==> src/wdc_pkg.sv <==
// Purpose: shared constants for the watchdog timer block
// Assumes: 100 MHz core clock, one clock domain
// Notes: feed codes, control layout, reset values, timing counts
package wdc_pkg;
   // core clock and on-chip oscillator
   localparam int unsigned CLK_FREQ_KHZ = 100000;
   localparam int unsigned OSC_FREQ_KHZ = 400;
   localparam int unsigned OSC_DIV = CLK_FREQ_KHZ / OSC_FREQ_KHZ;
   localparam int unsigned OSC_DIV_W = 8;
   // feed sequence codes
   localparam logic [7:0] FEED_FIRST_CODE = 8'ha5;
   localparam logic [7:0] FEED_SECOND_CODE = 8'h5a;
   // control register fields
   localparam int unsigned CTL_CLK_SEL_BIT = 0;
   localparam int unsigned CTL_FLAG_BIT = 1;
   localparam int unsigned CTL_RUN_BIT = 2;
   localparam int unsigned CTL_PRE_LSB = 5;
   localparam int unsigned CTL_PRE_W = 3;
   // reset values
   localparam logic [2:0] CTL_PRE_RST = 3'h7;
   localparam logic CTL_RUN_RST = 1'b1;
   localparam logic CTL_CLK_SEL_RST = 1'b1;
   localparam logic [7:0] RELOAD_RST = 8'hff;
   // prescaler and counter geometry
   localparam int unsigned PRESC_W = 13;
   localparam int unsigned PRESC_BASE = 5;
   localparam int unsigned SYNC_CYCLES = 2;
   // clock switch phases, gray along run -> drop -> engage
   typedef enum logic [1:0] {
      SW_RUN = 2'b00,
      SW_DROP = 2'b01,
      SW_ENGAGE = 2'b11
   } wdc_sw_e;
   // feed sequence states
   typedef enum logic [1:0] {
      FEED_IDLE = 2'b00,
      FEED_ARMED = 2'b01
   } wdc_feed_e;
endpackage

==> src/wdc_watchdog.sv <==
// Purpose: watchdog timer with prescaler, down counter, feed and clock select
// Assumes: register writes are one-cycle strobes, at most one per cycle
// Notes: pclk_tick_i is the peripheral clock as an enable on clk_i
// Functional notes
// - timeout is 2^(5+tap)*(reload+1)+1 ticks
// - oscillator at 400 kHz, select bit chooses
// - clock select applied only at feed
// - switch releases old, engages new, two ticks
// - prescaler restarts right after every feed
// - oscillator not engaged while old clock stopped
// - timer mode copies prescaler and run bits after one tick
// - timer underflow sets flag, interrupt if enabled
// - flag cleared by writing zero, or by a good feed in watchdog mode
// - timer underflow reloads counter, keeps counting
// - new reload reaches counter at feed or at underflow
// - bad feed ignored in timer mode
// - oscillator runs in power-down only if selected
// - peripheral clock source halts in power-down
// - every underflow raises wake-up
// - feed is A5 then 5A, no writes between
// - bad feed resets in watchdog mode
// - 13-bit prescaler tap decrements 8-bit counter
// - underflow resets chip when reset enabled
module wdc_watchdog (
   input wire logic clk_i,
   input wire logic sys_rst_i,
   input wire logic ctrl_wr_i,
   input wire logic reload_wr_i,
   input wire logic feed1_wr_i,
   input wire logic feed2_wr_i,
   input wire logic other_wr_i,
   input wire logic [7:0] wdata_i,
   input wire logic pclk_tick_i,
   input wire logic power_down_i,
   input wire logic wdt_reset_enable_i,
   input wire logic wdt_interrupt_enable_i,
   output logic [7:0] wdt_control_o,
   output logic [7:0] wdt_reload_value_o,
   output logic [7:0] count_o,
   output logic wdt_timeout_flag_o,
   output logic irq_o,
   output logic wakeup_o,
   output logic wdt_reset_o,
   output logic clk_sel_active_o
);
   typedef struct packed {
      wdc_pkg::wdc_feed_e feed;
      logic [2:0] pre;
      logic run;
      logic clk_sel;
      logic [7:0] reload;
      logic [2:0] sh_pre;
      logic sh_run;
      logic sh_sel;
      logic pend_ctrl;
      logic [wdc_pkg::PRESC_W-1:0] presc;
      logic [7:0] count;
      logic uf_pend;
      logic flag;
      logic irq;
      logic wake;
      logic rst;
      logic [wdc_pkg::OSC_DIV_W-1:0] osc_div;
   } wdc_state_s;

   localparam logic [wdc_pkg::OSC_DIV_W-1:0] OSC_LAST =
      wdc_pkg::OSC_DIV_W'(wdc_pkg::OSC_DIV - 1);
   localparam wdc_state_s ST_RST = '{
      feed: wdc_pkg::FEED_IDLE, pre: wdc_pkg::CTL_PRE_RST,
      run: wdc_pkg::CTL_RUN_RST, clk_sel: wdc_pkg::CTL_CLK_SEL_RST,
      reload: wdc_pkg::RELOAD_RST, sh_pre: wdc_pkg::CTL_PRE_RST,
      sh_run: wdc_pkg::CTL_RUN_RST, sh_sel: wdc_pkg::CTL_CLK_SEL_RST,
      pend_ctrl: 1'b0, presc: '0, count: wdc_pkg::RELOAD_RST, uf_pend: 1'b0,
      flag: 1'b0, irq: 1'b0, wake: 1'b0, rst: 1'b0, osc_div: '0};

   wdc_state_s q_reg;
   wdc_state_s q_next;
   logic osc_tick;
   logic pclk_tick;
   logic wd_tick;
   logic any_wr;
   logic feed_ok;
   logic feed_bad;
   logic tap;
   logic underflow;
   logic osc_on;
   logic [wdc_pkg::PRESC_W-1:0] tap_mask;

   assign osc_on = !power_down_i || q_reg.sh_sel;
   assign osc_tick = osc_on && (q_reg.osc_div == OSC_LAST);
   assign pclk_tick = pclk_tick_i && !power_down_i;

   // switch waits on old ticks, so a stopped clock holds it
   wdc_clk_switch wdc_clk_switch_i (
      .clk_i(clk_i),
      .sys_rst_i(sys_rst_i),
      .sel_req_i(q_reg.sh_sel),
      .osc_tick_i(osc_tick),
      .pclk_tick_i(pclk_tick),
      .tick_o(wd_tick),
      .sel_active_o(clk_sel_active_o)
   );

   assign any_wr = ctrl_wr_i | reload_wr_i | feed1_wr_i | feed2_wr_i | other_wr_i;

   always_comb begin
      feed_ok = 1'b0;
      feed_bad = 1'b0;
      if (q_reg.feed == wdc_pkg::FEED_ARMED) begin
         if (feed2_wr_i && wdata_i == wdc_pkg::FEED_SECOND_CODE) begin
            feed_ok = 1'b1;
         end else if (any_wr) begin
            feed_bad = 1'b1;
         end
      end else if (feed1_wr_i && wdata_i != wdc_pkg::FEED_FIRST_CODE) begin
         feed_bad = 1'b1;
      end else if (feed2_wr_i) begin
         feed_bad = 1'b1;
      end
   end

   assign tap_mask = wdc_pkg::PRESC_W'((14'h1 << (wdc_pkg::PRESC_BASE + q_reg.sh_pre)) - 14'h1);
   assign tap = wd_tick && q_reg.sh_run && ((q_reg.presc & tap_mask) == tap_mask);
   // extra tick after the last tap
   assign underflow = wd_tick && q_reg.sh_run && q_reg.uf_pend;

   always_comb begin
      q_next = q_reg;
      q_next.irq = 1'b0;
      q_next.wake = 1'b0;
      q_next.osc_div = osc_on ? (osc_tick ? '0 : q_reg.osc_div + 1'b1) : q_reg.osc_div;
      if (feed1_wr_i && wdata_i == wdc_pkg::FEED_FIRST_CODE && !feed_bad) begin
         q_next.feed = wdc_pkg::FEED_ARMED;
      end else if (any_wr) begin
         q_next.feed = wdc_pkg::FEED_IDLE;
      end
      if (ctrl_wr_i) begin
         q_next.pre = wdata_i[wdc_pkg::CTL_PRE_LSB +: wdc_pkg::CTL_PRE_W];
         q_next.run = wdata_i[wdc_pkg::CTL_RUN_BIT];
         q_next.clk_sel = wdata_i[wdc_pkg::CTL_CLK_SEL_BIT];
         q_next.pend_ctrl = !wdt_reset_enable_i;
         if (!wdata_i[wdc_pkg::CTL_FLAG_BIT]) begin
            q_next.flag = 1'b0;
         end
      end
      if (reload_wr_i) begin
         q_next.reload = wdata_i;
      end
      // timer mode copy after one tick
      if (q_reg.pend_ctrl && wd_tick && !wdt_reset_enable_i) begin
         q_next.sh_pre = q_reg.pre;
         q_next.sh_run = q_reg.run;
         q_next.pend_ctrl = 1'b0;
      end
      if (wd_tick && q_reg.sh_run) begin
         q_next.presc = q_reg.presc + 1'b1;
      end
      if (tap) begin
         if (q_reg.count == 8'h00) begin
            q_next.uf_pend = 1'b1;
         end else begin
            q_next.count = q_reg.count - 8'h01;
         end
      end
      if (underflow) begin
         q_next.count = q_reg.reload;
         q_next.presc = '0;
         q_next.uf_pend = 1'b0;
         q_next.wake = 1'b1;
         q_next.flag = 1'b1;
         q_next.irq = wdt_interrupt_enable_i;
      end
      if (wd_tick && !underflow) begin
         q_next.rst = 1'b0;
      end
      if (underflow && wdt_reset_enable_i) begin
         q_next.rst = 1'b1;
      end
      // bad feed resets, ignored in timer mode
      if (feed_bad && wdt_reset_enable_i) begin
         q_next.rst = 1'b1;
      end
      // feed loads counter and shadow, select applied here
      if (feed_ok) begin
         q_next.count = q_reg.reload;
         q_next.sh_pre = q_reg.pre;
         q_next.sh_run = q_reg.run;
         q_next.sh_sel = q_reg.clk_sel;
         q_next.pend_ctrl = 1'b0;
         q_next.uf_pend = 1'b0;
         q_next.presc = '0;
         if (wdt_reset_enable_i && !underflow) begin
            q_next.flag = 1'b0;
         end
      end
   end

   always_ff @(posedge clk_i) begin
      if (sys_rst_i) begin
         q_reg <= ST_RST;
      end else begin
         q_reg <= q_next;
      end
   end

   assign wdt_control_o = {q_reg.pre, 2'b00, q_reg.run, q_reg.flag, q_reg.clk_sel};
   assign wdt_reload_value_o = q_reg.reload;
   assign count_o = q_reg.count;
   assign wdt_timeout_flag_o = q_reg.flag;
   assign irq_o = q_reg.irq;
   assign wakeup_o = q_reg.wake;
   assign wdt_reset_o = q_reg.rst;
endmodule

==> src/wdc_clk_switch.sv <==
// Purpose: glitch-free watchdog clock source switch on tick enables
// Assumes: ticks are one-cycle pulses synchronous to clk_i
// Notes: old source released after two own ticks, new engaged after two
module wdc_clk_switch (
   input wire logic clk_i,
   input wire logic sys_rst_i,
   input wire logic sel_req_i,
   input wire logic osc_tick_i,
   input wire logic pclk_tick_i,
   output logic tick_o,
   output logic sel_active_o
);
   typedef struct packed {
      wdc_pkg::wdc_sw_e phase;
      logic active;
      logic [1:0] cnt;
   } wdc_sw_s;

   localparam wdc_sw_s SW_RST = '{phase: wdc_pkg::SW_RUN,
                                 active: wdc_pkg::CTL_CLK_SEL_RST, cnt: 2'h0};
   localparam logic [1:0] SYNC_LAST = 2'(wdc_pkg::SYNC_CYCLES - 1);

   wdc_sw_s q_reg;
   wdc_sw_s q_next;
   logic old_tick;
   logic new_tick;

   assign old_tick = q_reg.active ? osc_tick_i : pclk_tick_i;
   assign new_tick = q_reg.active ? pclk_tick_i : osc_tick_i;
   assign tick_o = (q_reg.phase == wdc_pkg::SW_RUN) && old_tick;
   assign sel_active_o = q_reg.active;

   always_comb begin
      q_next = q_reg;
      case (q_reg.phase)
         wdc_pkg::SW_RUN: begin
            if (sel_req_i != q_reg.active) begin
               q_next.phase = wdc_pkg::SW_DROP;
               q_next.cnt = 2'h0;
            end
         end
         wdc_pkg::SW_DROP: begin
            if (old_tick) begin
               q_next.cnt = q_reg.cnt + 2'h1;
               if (q_reg.cnt == SYNC_LAST) begin
                  q_next.phase = wdc_pkg::SW_ENGAGE;
                  q_next.cnt = 2'h0;
               end
            end
         end
         wdc_pkg::SW_ENGAGE: begin
            if (new_tick) begin
               q_next.cnt = q_reg.cnt + 2'h1;
               if (q_reg.cnt == SYNC_LAST) begin
                  q_next.phase = wdc_pkg::SW_RUN;
                  q_next.active = ~q_reg.active;
                  q_next.cnt = 2'h0;
               end
            end
         end
         default: begin
            q_next = SW_RST;
         end
      endcase
   end

   always_ff @(posedge clk_i) begin
      if (sys_rst_i) begin
         q_reg <= SW_RST;
      end else begin
         q_reg <= q_next;
      end
   end
endmodule

==> config.mk <==
export PLATFORM = sky130hd
export DESIGN_NAME = wdc_watchdog
export DESIGN_NICKNAME = d
export VERILOG_FILES = /design/src/wdc_pkg.sv /design/src/wdc_watchdog.sv /design/src/wdc_clk_switch.sv
export SDC_FILE = /design/constraint.sdc
export NUM_CORES = 1
export LEC_CHECK = 0
export ABC_AREA = 1
export BUFFER_PORTS_ARGS = -buffer_cell sky130_fd_sc_hd__buf_2
export CORE_MARGIN = 2
export CORE_UTILIZATION = 50
export CTS_CLUSTER_DIAMETER = 80
export CTS_CLUSTER_SIZE = 20
export DETAILED_ROUTE_END_ITERATION = 7
export PLACE_DENSITY = 0.78
export REMOVE_ABC_BUFFERS = 1
export SYNTH_ARGS = -nofsm -noshare
export SYNTH_HDL_FRONTEND = slang
export SYNTH_SLANG_ARGS = --single-unit
==> constraint.sdc <==
create_clock -name clk_i -period 1.6 [get_ports clk_i]
set_input_delay 0.08 -clock clk_i [delete_from_list [all_inputs] [get_ports clk_i]]
set_output_delay 0.08 -clock clk_i [all_outputs]
set_load 0.005 [all_outputs]
* Word level (Yosys, flattened, before mapping)
Cells that the tools add are included.
** Word-level totals
- Flip-flop bits (word level) :: 59
- Input port bits :: 19
- Output and inout port bits :: 29
- Logic and storage cells :: 124
** Operators by class
- Add/subtract/negate cells :: 6
- Equality and inequality tests :: 15
- Shift operators :: 1
- Mux-type cells :: 38
- Bitwise operators :: 8
- Reduce and logical (&&, ||, !) cells :: 36
** Operators with widths (count)
- 2-to-1 mux 29 bit :: 1
- 2-to-1 mux 25 bit :: 1
- 2-to-1 mux 1 bit :: 20
- == test 8 bit (second input constant) :: 2
- logical AND 1 bit :: 16
- 2-to-1 mux 8 bit :: 2
- adder 13 x 1 -> 13 bit (second input constant) :: 1
- AND 13 bit :: 1
- == test 13 bit :: 1
- 2-to-1 mux 13 bit :: 1
- << shifter 1 x 4 -> 13 bit (first input constant) :: 1
- subtractor 13 x 1 -> 13 bit (second input constant) :: 1
- 2-to-1 mux 2 bit :: 6
- case mux 2 bit (3 select lines) :: 2
- 2-to-1 mux 5 bit :: 2
- 2-to-1 mux 9 bit :: 1
- adder 8 x 1 -> 8 bit (second input constant) :: 1
- == test 8 x 7 -> 1 bit (second input constant) :: 1
- logical NOT 8 bit :: 1
- inequality test 2 x 1 -> 1 bit (second input constant) :: 4
- inequality test 8 bit (second input constant) :: 1
- subtractor 8 x 1 -> 8 bit (second input constant) :: 1
- AND reduction 3 bit :: 2
- nonzero test 3 bit :: 2
- 19 further kinds :: 32

* Longest topological paths before layout
- Depth after elaboration :: 12
- Mapped depth :: 13

* By module
Synthesis repeated with hierarchy kept, for this count alone.
** Second synthesis, totals
- Cells, all modules :: 456
- Area, all modules :: 3211.8 µm²
** By module, submodules not included
- wdc_watchdog :: instances 1, cells an instance 411, area each 2919.0 µm², sequential area each 1081.0 µm²
- wdc_clk_switch :: instances 1, cells an instance 45, area each 292.8 µm², sequential area each 100.1 µm²

* Least setup slack after synthesis
No wires, ideal clock.
- Path type :: register -> register
- From :: register q_reg[0] (netlist bit)
- To :: register q_reg (netlist bit count_o[0])
- Library setup time :: 0.122 ns
- Data arrival time :: 1.514 ns
- Required time :: 1.478 ns
- Path slack :: -0.036 ns
- Cell stages (with the launch flop) :: 12
- Clock period less this slack :: 1.636 ns
- Cells stage by stage :: dfxtp_1 ha_1 nand3_1 nor2_2 nand2_4 nand2_4 nand4_4 nor2_4 nor2_8 buf_8 nand3_1 nand3_1
** Between the ends
- Word-level cells in the longest chain between the ends :: 8
- Elaborated cells between the ends (all ways) :: 12
- Classes of those cells :: 2 x eq/ne; 3 x mux; 7 x reduce/logical
** RTL lines
- from (decl) :: RTL line wdc_watchdog.sv:76 : wdc_state_s q_reg;
- from (signal assigned) :: RTL line wdc_watchdog.sv:202 : q_reg <= q_next;
- == test 8 bit * :: RTL line wdc_watchdog.sv:90 : assign osc_tick = osc_on && (q_reg.osc_div == OSC_LAST);
- logical AND 1 bit * :: RTL line wdc_watchdog.sv:90
- 2-to-1 mux 1 bit * :: RTL line wdc_clk_switch.sv:28 : assign old_tick = q_reg.active ? osc_tick_i : pclk_tick_i;
- logical AND 1 bit * :: RTL line wdc_clk_switch.sv:30 : assign tick_o = (q_reg.phase == wdc_pkg::SW_RUN) && old_tick;
- logical AND 1 bit * :: RTL line wdc_watchdog.sv:123, wdc_watchdog.sv:125
- logical AND 1 bit (on tied branches) :: RTL line wdc_watchdog.sv:125, wdc_watchdog.sv:123
- inequality test 3 bit (no line) (tied with other cells)
- AND reduction 2 bit (no line) / 2-to-1 mux 29 bit (equally long branches)
Every way passes the cells marked *; elsewhere a longest branch is shown, timed or not.
A chain may end at the register's enable or synchronous reset.

* Final worst setup path
- From :: register q_reg[1] (netlist bit)
- To :: register q_reg[12] (netlist bit)
** Between the ends
- Word-level cells in the longest chain between the ends :: 7
- Elaborated cells between the ends (all ways) :: 9
- Classes of those cells :: 1 x eq/ne; 1 x mux; 7 x reduce/logical
** RTL lines (RTL line)
- == test 8 bit * :: wdc_watchdog.sv:90
- logical AND 1 bit * :: wdc_watchdog.sv:90
- 2-to-1 mux 1 bit * :: wdc_clk_switch.sv:28
- logical AND 1 bit * :: wdc_clk_switch.sv:30
- logical AND 1 bit * :: wdc_watchdog.sv:123, wdc_watchdog.sv:125
- logical AND 1 bit (on tied branches) :: wdc_watchdog.sv:125, wdc_watchdog.sv:123
- OR reduction 3 bit (no line) / AND reduction 2 bit (equally long branches)
Marked as above.

==> results.cfg <==
[logic_synthesis]
synthCells = 462
synth-warning-count = 0
synth_edf_count = 0
synthArstFlopShare_pct = 0
synth_area_leader_cell = dfxtp_1
synth-seq-cells = 59
yosysTopAreaCellShare_pct = 34.7
synthTopCellsByArea = dfxtp_1, nand2_1, nand3_1
synth.distinct_cells = 44
avgSynthCellArea_um2 = 7.37
synthFlopType = dfxtp_1
yosysSeqAreaShare_pct = 34.7
synth_area_um2 = 3400

[critical_path]
start_kind = flop
required_ns = 1.87
critPathMaxFanout = 7
reg2reg_depth = 12
arrival_ns = 1.96
criticalPathCategory = reg2reg
worstSetupEndpointType = flop

[sta]
fin_crit_sh_pct = 105
fin_skew_ns = 0.00584
worst_pin_slew_ns = 0.722
timing.slew.headroom_pct = 51.8
final_max_slew_viol_count = 0
setup_viol = 23
fin_ws_ns = -0.0870
finalHoldViolCount = 0
timing.final.crit_period_ns = 1.69
rsz0062_at_grt = true
timing.fmax_mhz = 593

[route]
vias = 3367
wl_um = 8900
wl_met2_um = 4460
drt_first_pass_iters = 4
m1WireLength_um = 3680
wire_per_inst_um = 14.5
first_iter_violations = 158
via_per_inst = 5.48
detail-route-antenna-nets = 0
wl_met3_um = 499
dr.max_layer_used = met4
drc = 0

[power]
p_leak_uw = 0.00188
p_per_area_nw_per_um2 = 1030
ir_worst_vdd_uv = 957

[clocking]
cts_sinks = 59
cts_buffers = 9
htreeDepth = 3
cts_buffer_depth = 2
clk_pin_slew_ns = 0.07
cts_tree = done
cts.root.buffer_cell = clkbuf_8
clock_latency_ns = 0.34

[finish]
antenna_cells = 0
largest_reg_flops = 29
drive_above_1_share_pct = 33.7
syn_to_final_growth_pct = 27.4
multi_input_area_um2 = 2020
fill_cells = 522
layout.nets = 553
post-route-util_pct = 64.9
register_area_um2 = 1190

[global_route]
overflow = 0
antenna_found_initial = 0
grt_pass1_wl_um = 14300
grt_max_degree = 17
grt_use_total_pct = 24.4
grt_pass1_vias = 3201

[outcome]
violations = negative setup slack
status = finished with violations

[placed_design]
place_ws_ns = -0.128
place_congestion = 0.937
dp_hpwl_um = 5750
io_buffer_count = 45

[die]
start_util_pct = 50.9
io_pins = 48
coreArea_um2 = 6680
rows = 30
die-area_um2 = 7480
die_y_um = 86.5
dieWidth_um = 86.5

[run]
maxCapViolCount = 0

[worst_hold_path]
holdCritPathClass = in2reg
min_path_cells = 3
## per-layer routing
layer / up-vias / track usage (%)
met5: - / 0
met4: 0 / 10.5
met3: 29 / 6.57
met2: 128 / 40.1
met1: 1578 / 29.9
li1: 1632 / -
## stage by stage
stage / area [um2] / hold WS (ns) / setup TNS (ns) / total power [uW] / instances
CTS: 4200 / 0.00926 / -1.76 / 4400 / 611
finish: 4340 / 0.0113 / -0.961 / 4470 / 614
floorplan: 3160 / 0.149 / -1.77 / 2180 / 431
detailed placement: 3710 / 0.345 / -2.28 / 2440 / 586
global placement: 3710 / 0.342 / -0.345 / 2420 / 586
global route: 4340 / 0.0270 / -3.31 / 4650 / 614
## report_power, final
group          total, uW  internal, uW  switching, uW  leakage, uW
clock               1880          1280            605     0.000137
sequential          1650          1550           95.3     0.000482
combinational        934           389            545      0.00127
total               4470          3220           1250      0.00188
## synthesized netlist by cell type, types with 2 or more instances
master / count
nor3_1: 11
inv_2: 4
buf_8: 2
a21oi_2: 10
nor2_4: 7
a21oi_1: 26
buf_4: 24
inv_1: 47
nand2_1: 97
nor3b_1: 2
xnor2_1: 5
nor2_2: 2
o31ai_1: 2
nand3_1: 59
ha_1: 5
o21ai_0: 13
o211ai_1: 6
conb_1: 2
nor2_1: 33
nor3_2: 2
xor2_1: 10
nand2_2: 2
dfxtp_1: 59
nand4_4: 2
buf_6: 2
nand2_4: 4
clkbuf_1: 4
nand4_1: 4
## critical path, cell delays in order (launching register included)
cell and delay, ns:
dfxtp_2 0.33, inv_2 0.04, ha_4 0.16, nand3_4 0.06
nor2_4 0.04, nand2_4 0.07, nand2_4 0.07, nand4_4 0.11
nor2_4 0.07, buf_12 0.14, nor2_8 0.23, nand2_8 0.13
a21oi_2 0.16
## kinds of logic (layout without fill, tap and decap cells)
logic type | count (synthesis) | count (layout) | synth area share (%)
xor+xnor | 15 | 15 | 3.86
compound gates | 62 | 63 | 11.2
buf+inv | 85 | 151 | 13.1
simple gates | 234 | 237 | 35.0
flops | 59 | 59 | 34.7
fa+ha+maj | 5 | 5 | 1.84
other cells | 2 | 4 | 0.221
## worst paths after layout
check | start | to | slack (ns)
setup reg to reg | q_reg[1]$_SDFFE_PP0P_ | q_reg[12]$_SDFFE_PP0P_ | -0.09
hold / removal | wdata_i[0] | wdt_control_o[0]$_SDFFE_PP1P_ | 0.01
hold reg to reg | wdc_clk_switch_i.q_reg[1]$_SDFFE_PP0P_ | wdc_clk_switch_i.q_reg[1]$_SDFFE_PP0P_ | 0.44
setup / recovery | q_reg[1]$_SDFFE_PP0P_ | q_reg[12]$_SDFFE_PP0P_ | -0.09
## what timing repair did
item / CTS / global route
gates cloned: 4 / 0
buffers inserted: 4 / 3
hold buffers: 1 / 0
setup endpoints to repair: 30 / 34
pin swaps: 12 / 24
resized for setup: 26 / 26
endpoints found under the hold margin: 1 / 0
## final cells by class
type,count,share of cell area [%]
clock inverters,4,2.77
flip-flops and latches,59,27.4
multi-input cells,324,46.6
well taps,80,2.31
clock buffers,12,3.58
inverters,52,4.59
repair buffers,83,12.8
## cell usage in the layout, fill, tap and decap left out, drive strengths merged
cell           n
clkinv         1
nor3b          2
nor2          45
nor3          14
xor2          10
buf           82
a21oi         36
or2            1
o221ai         1
conb           4
and3           2
inv           50
ha             5
xnor2          5
o21bai         1
a31o           1
clkbuf        12
bufinv         4
dfxtp         59
o211ai         6
o21ai         16
clkinvlp       1
dlygate4sd3    1
nand3         61
nand2        104
nor4           1
nand4          7
o31ai          2
Power figures use the tool's default switching activity.
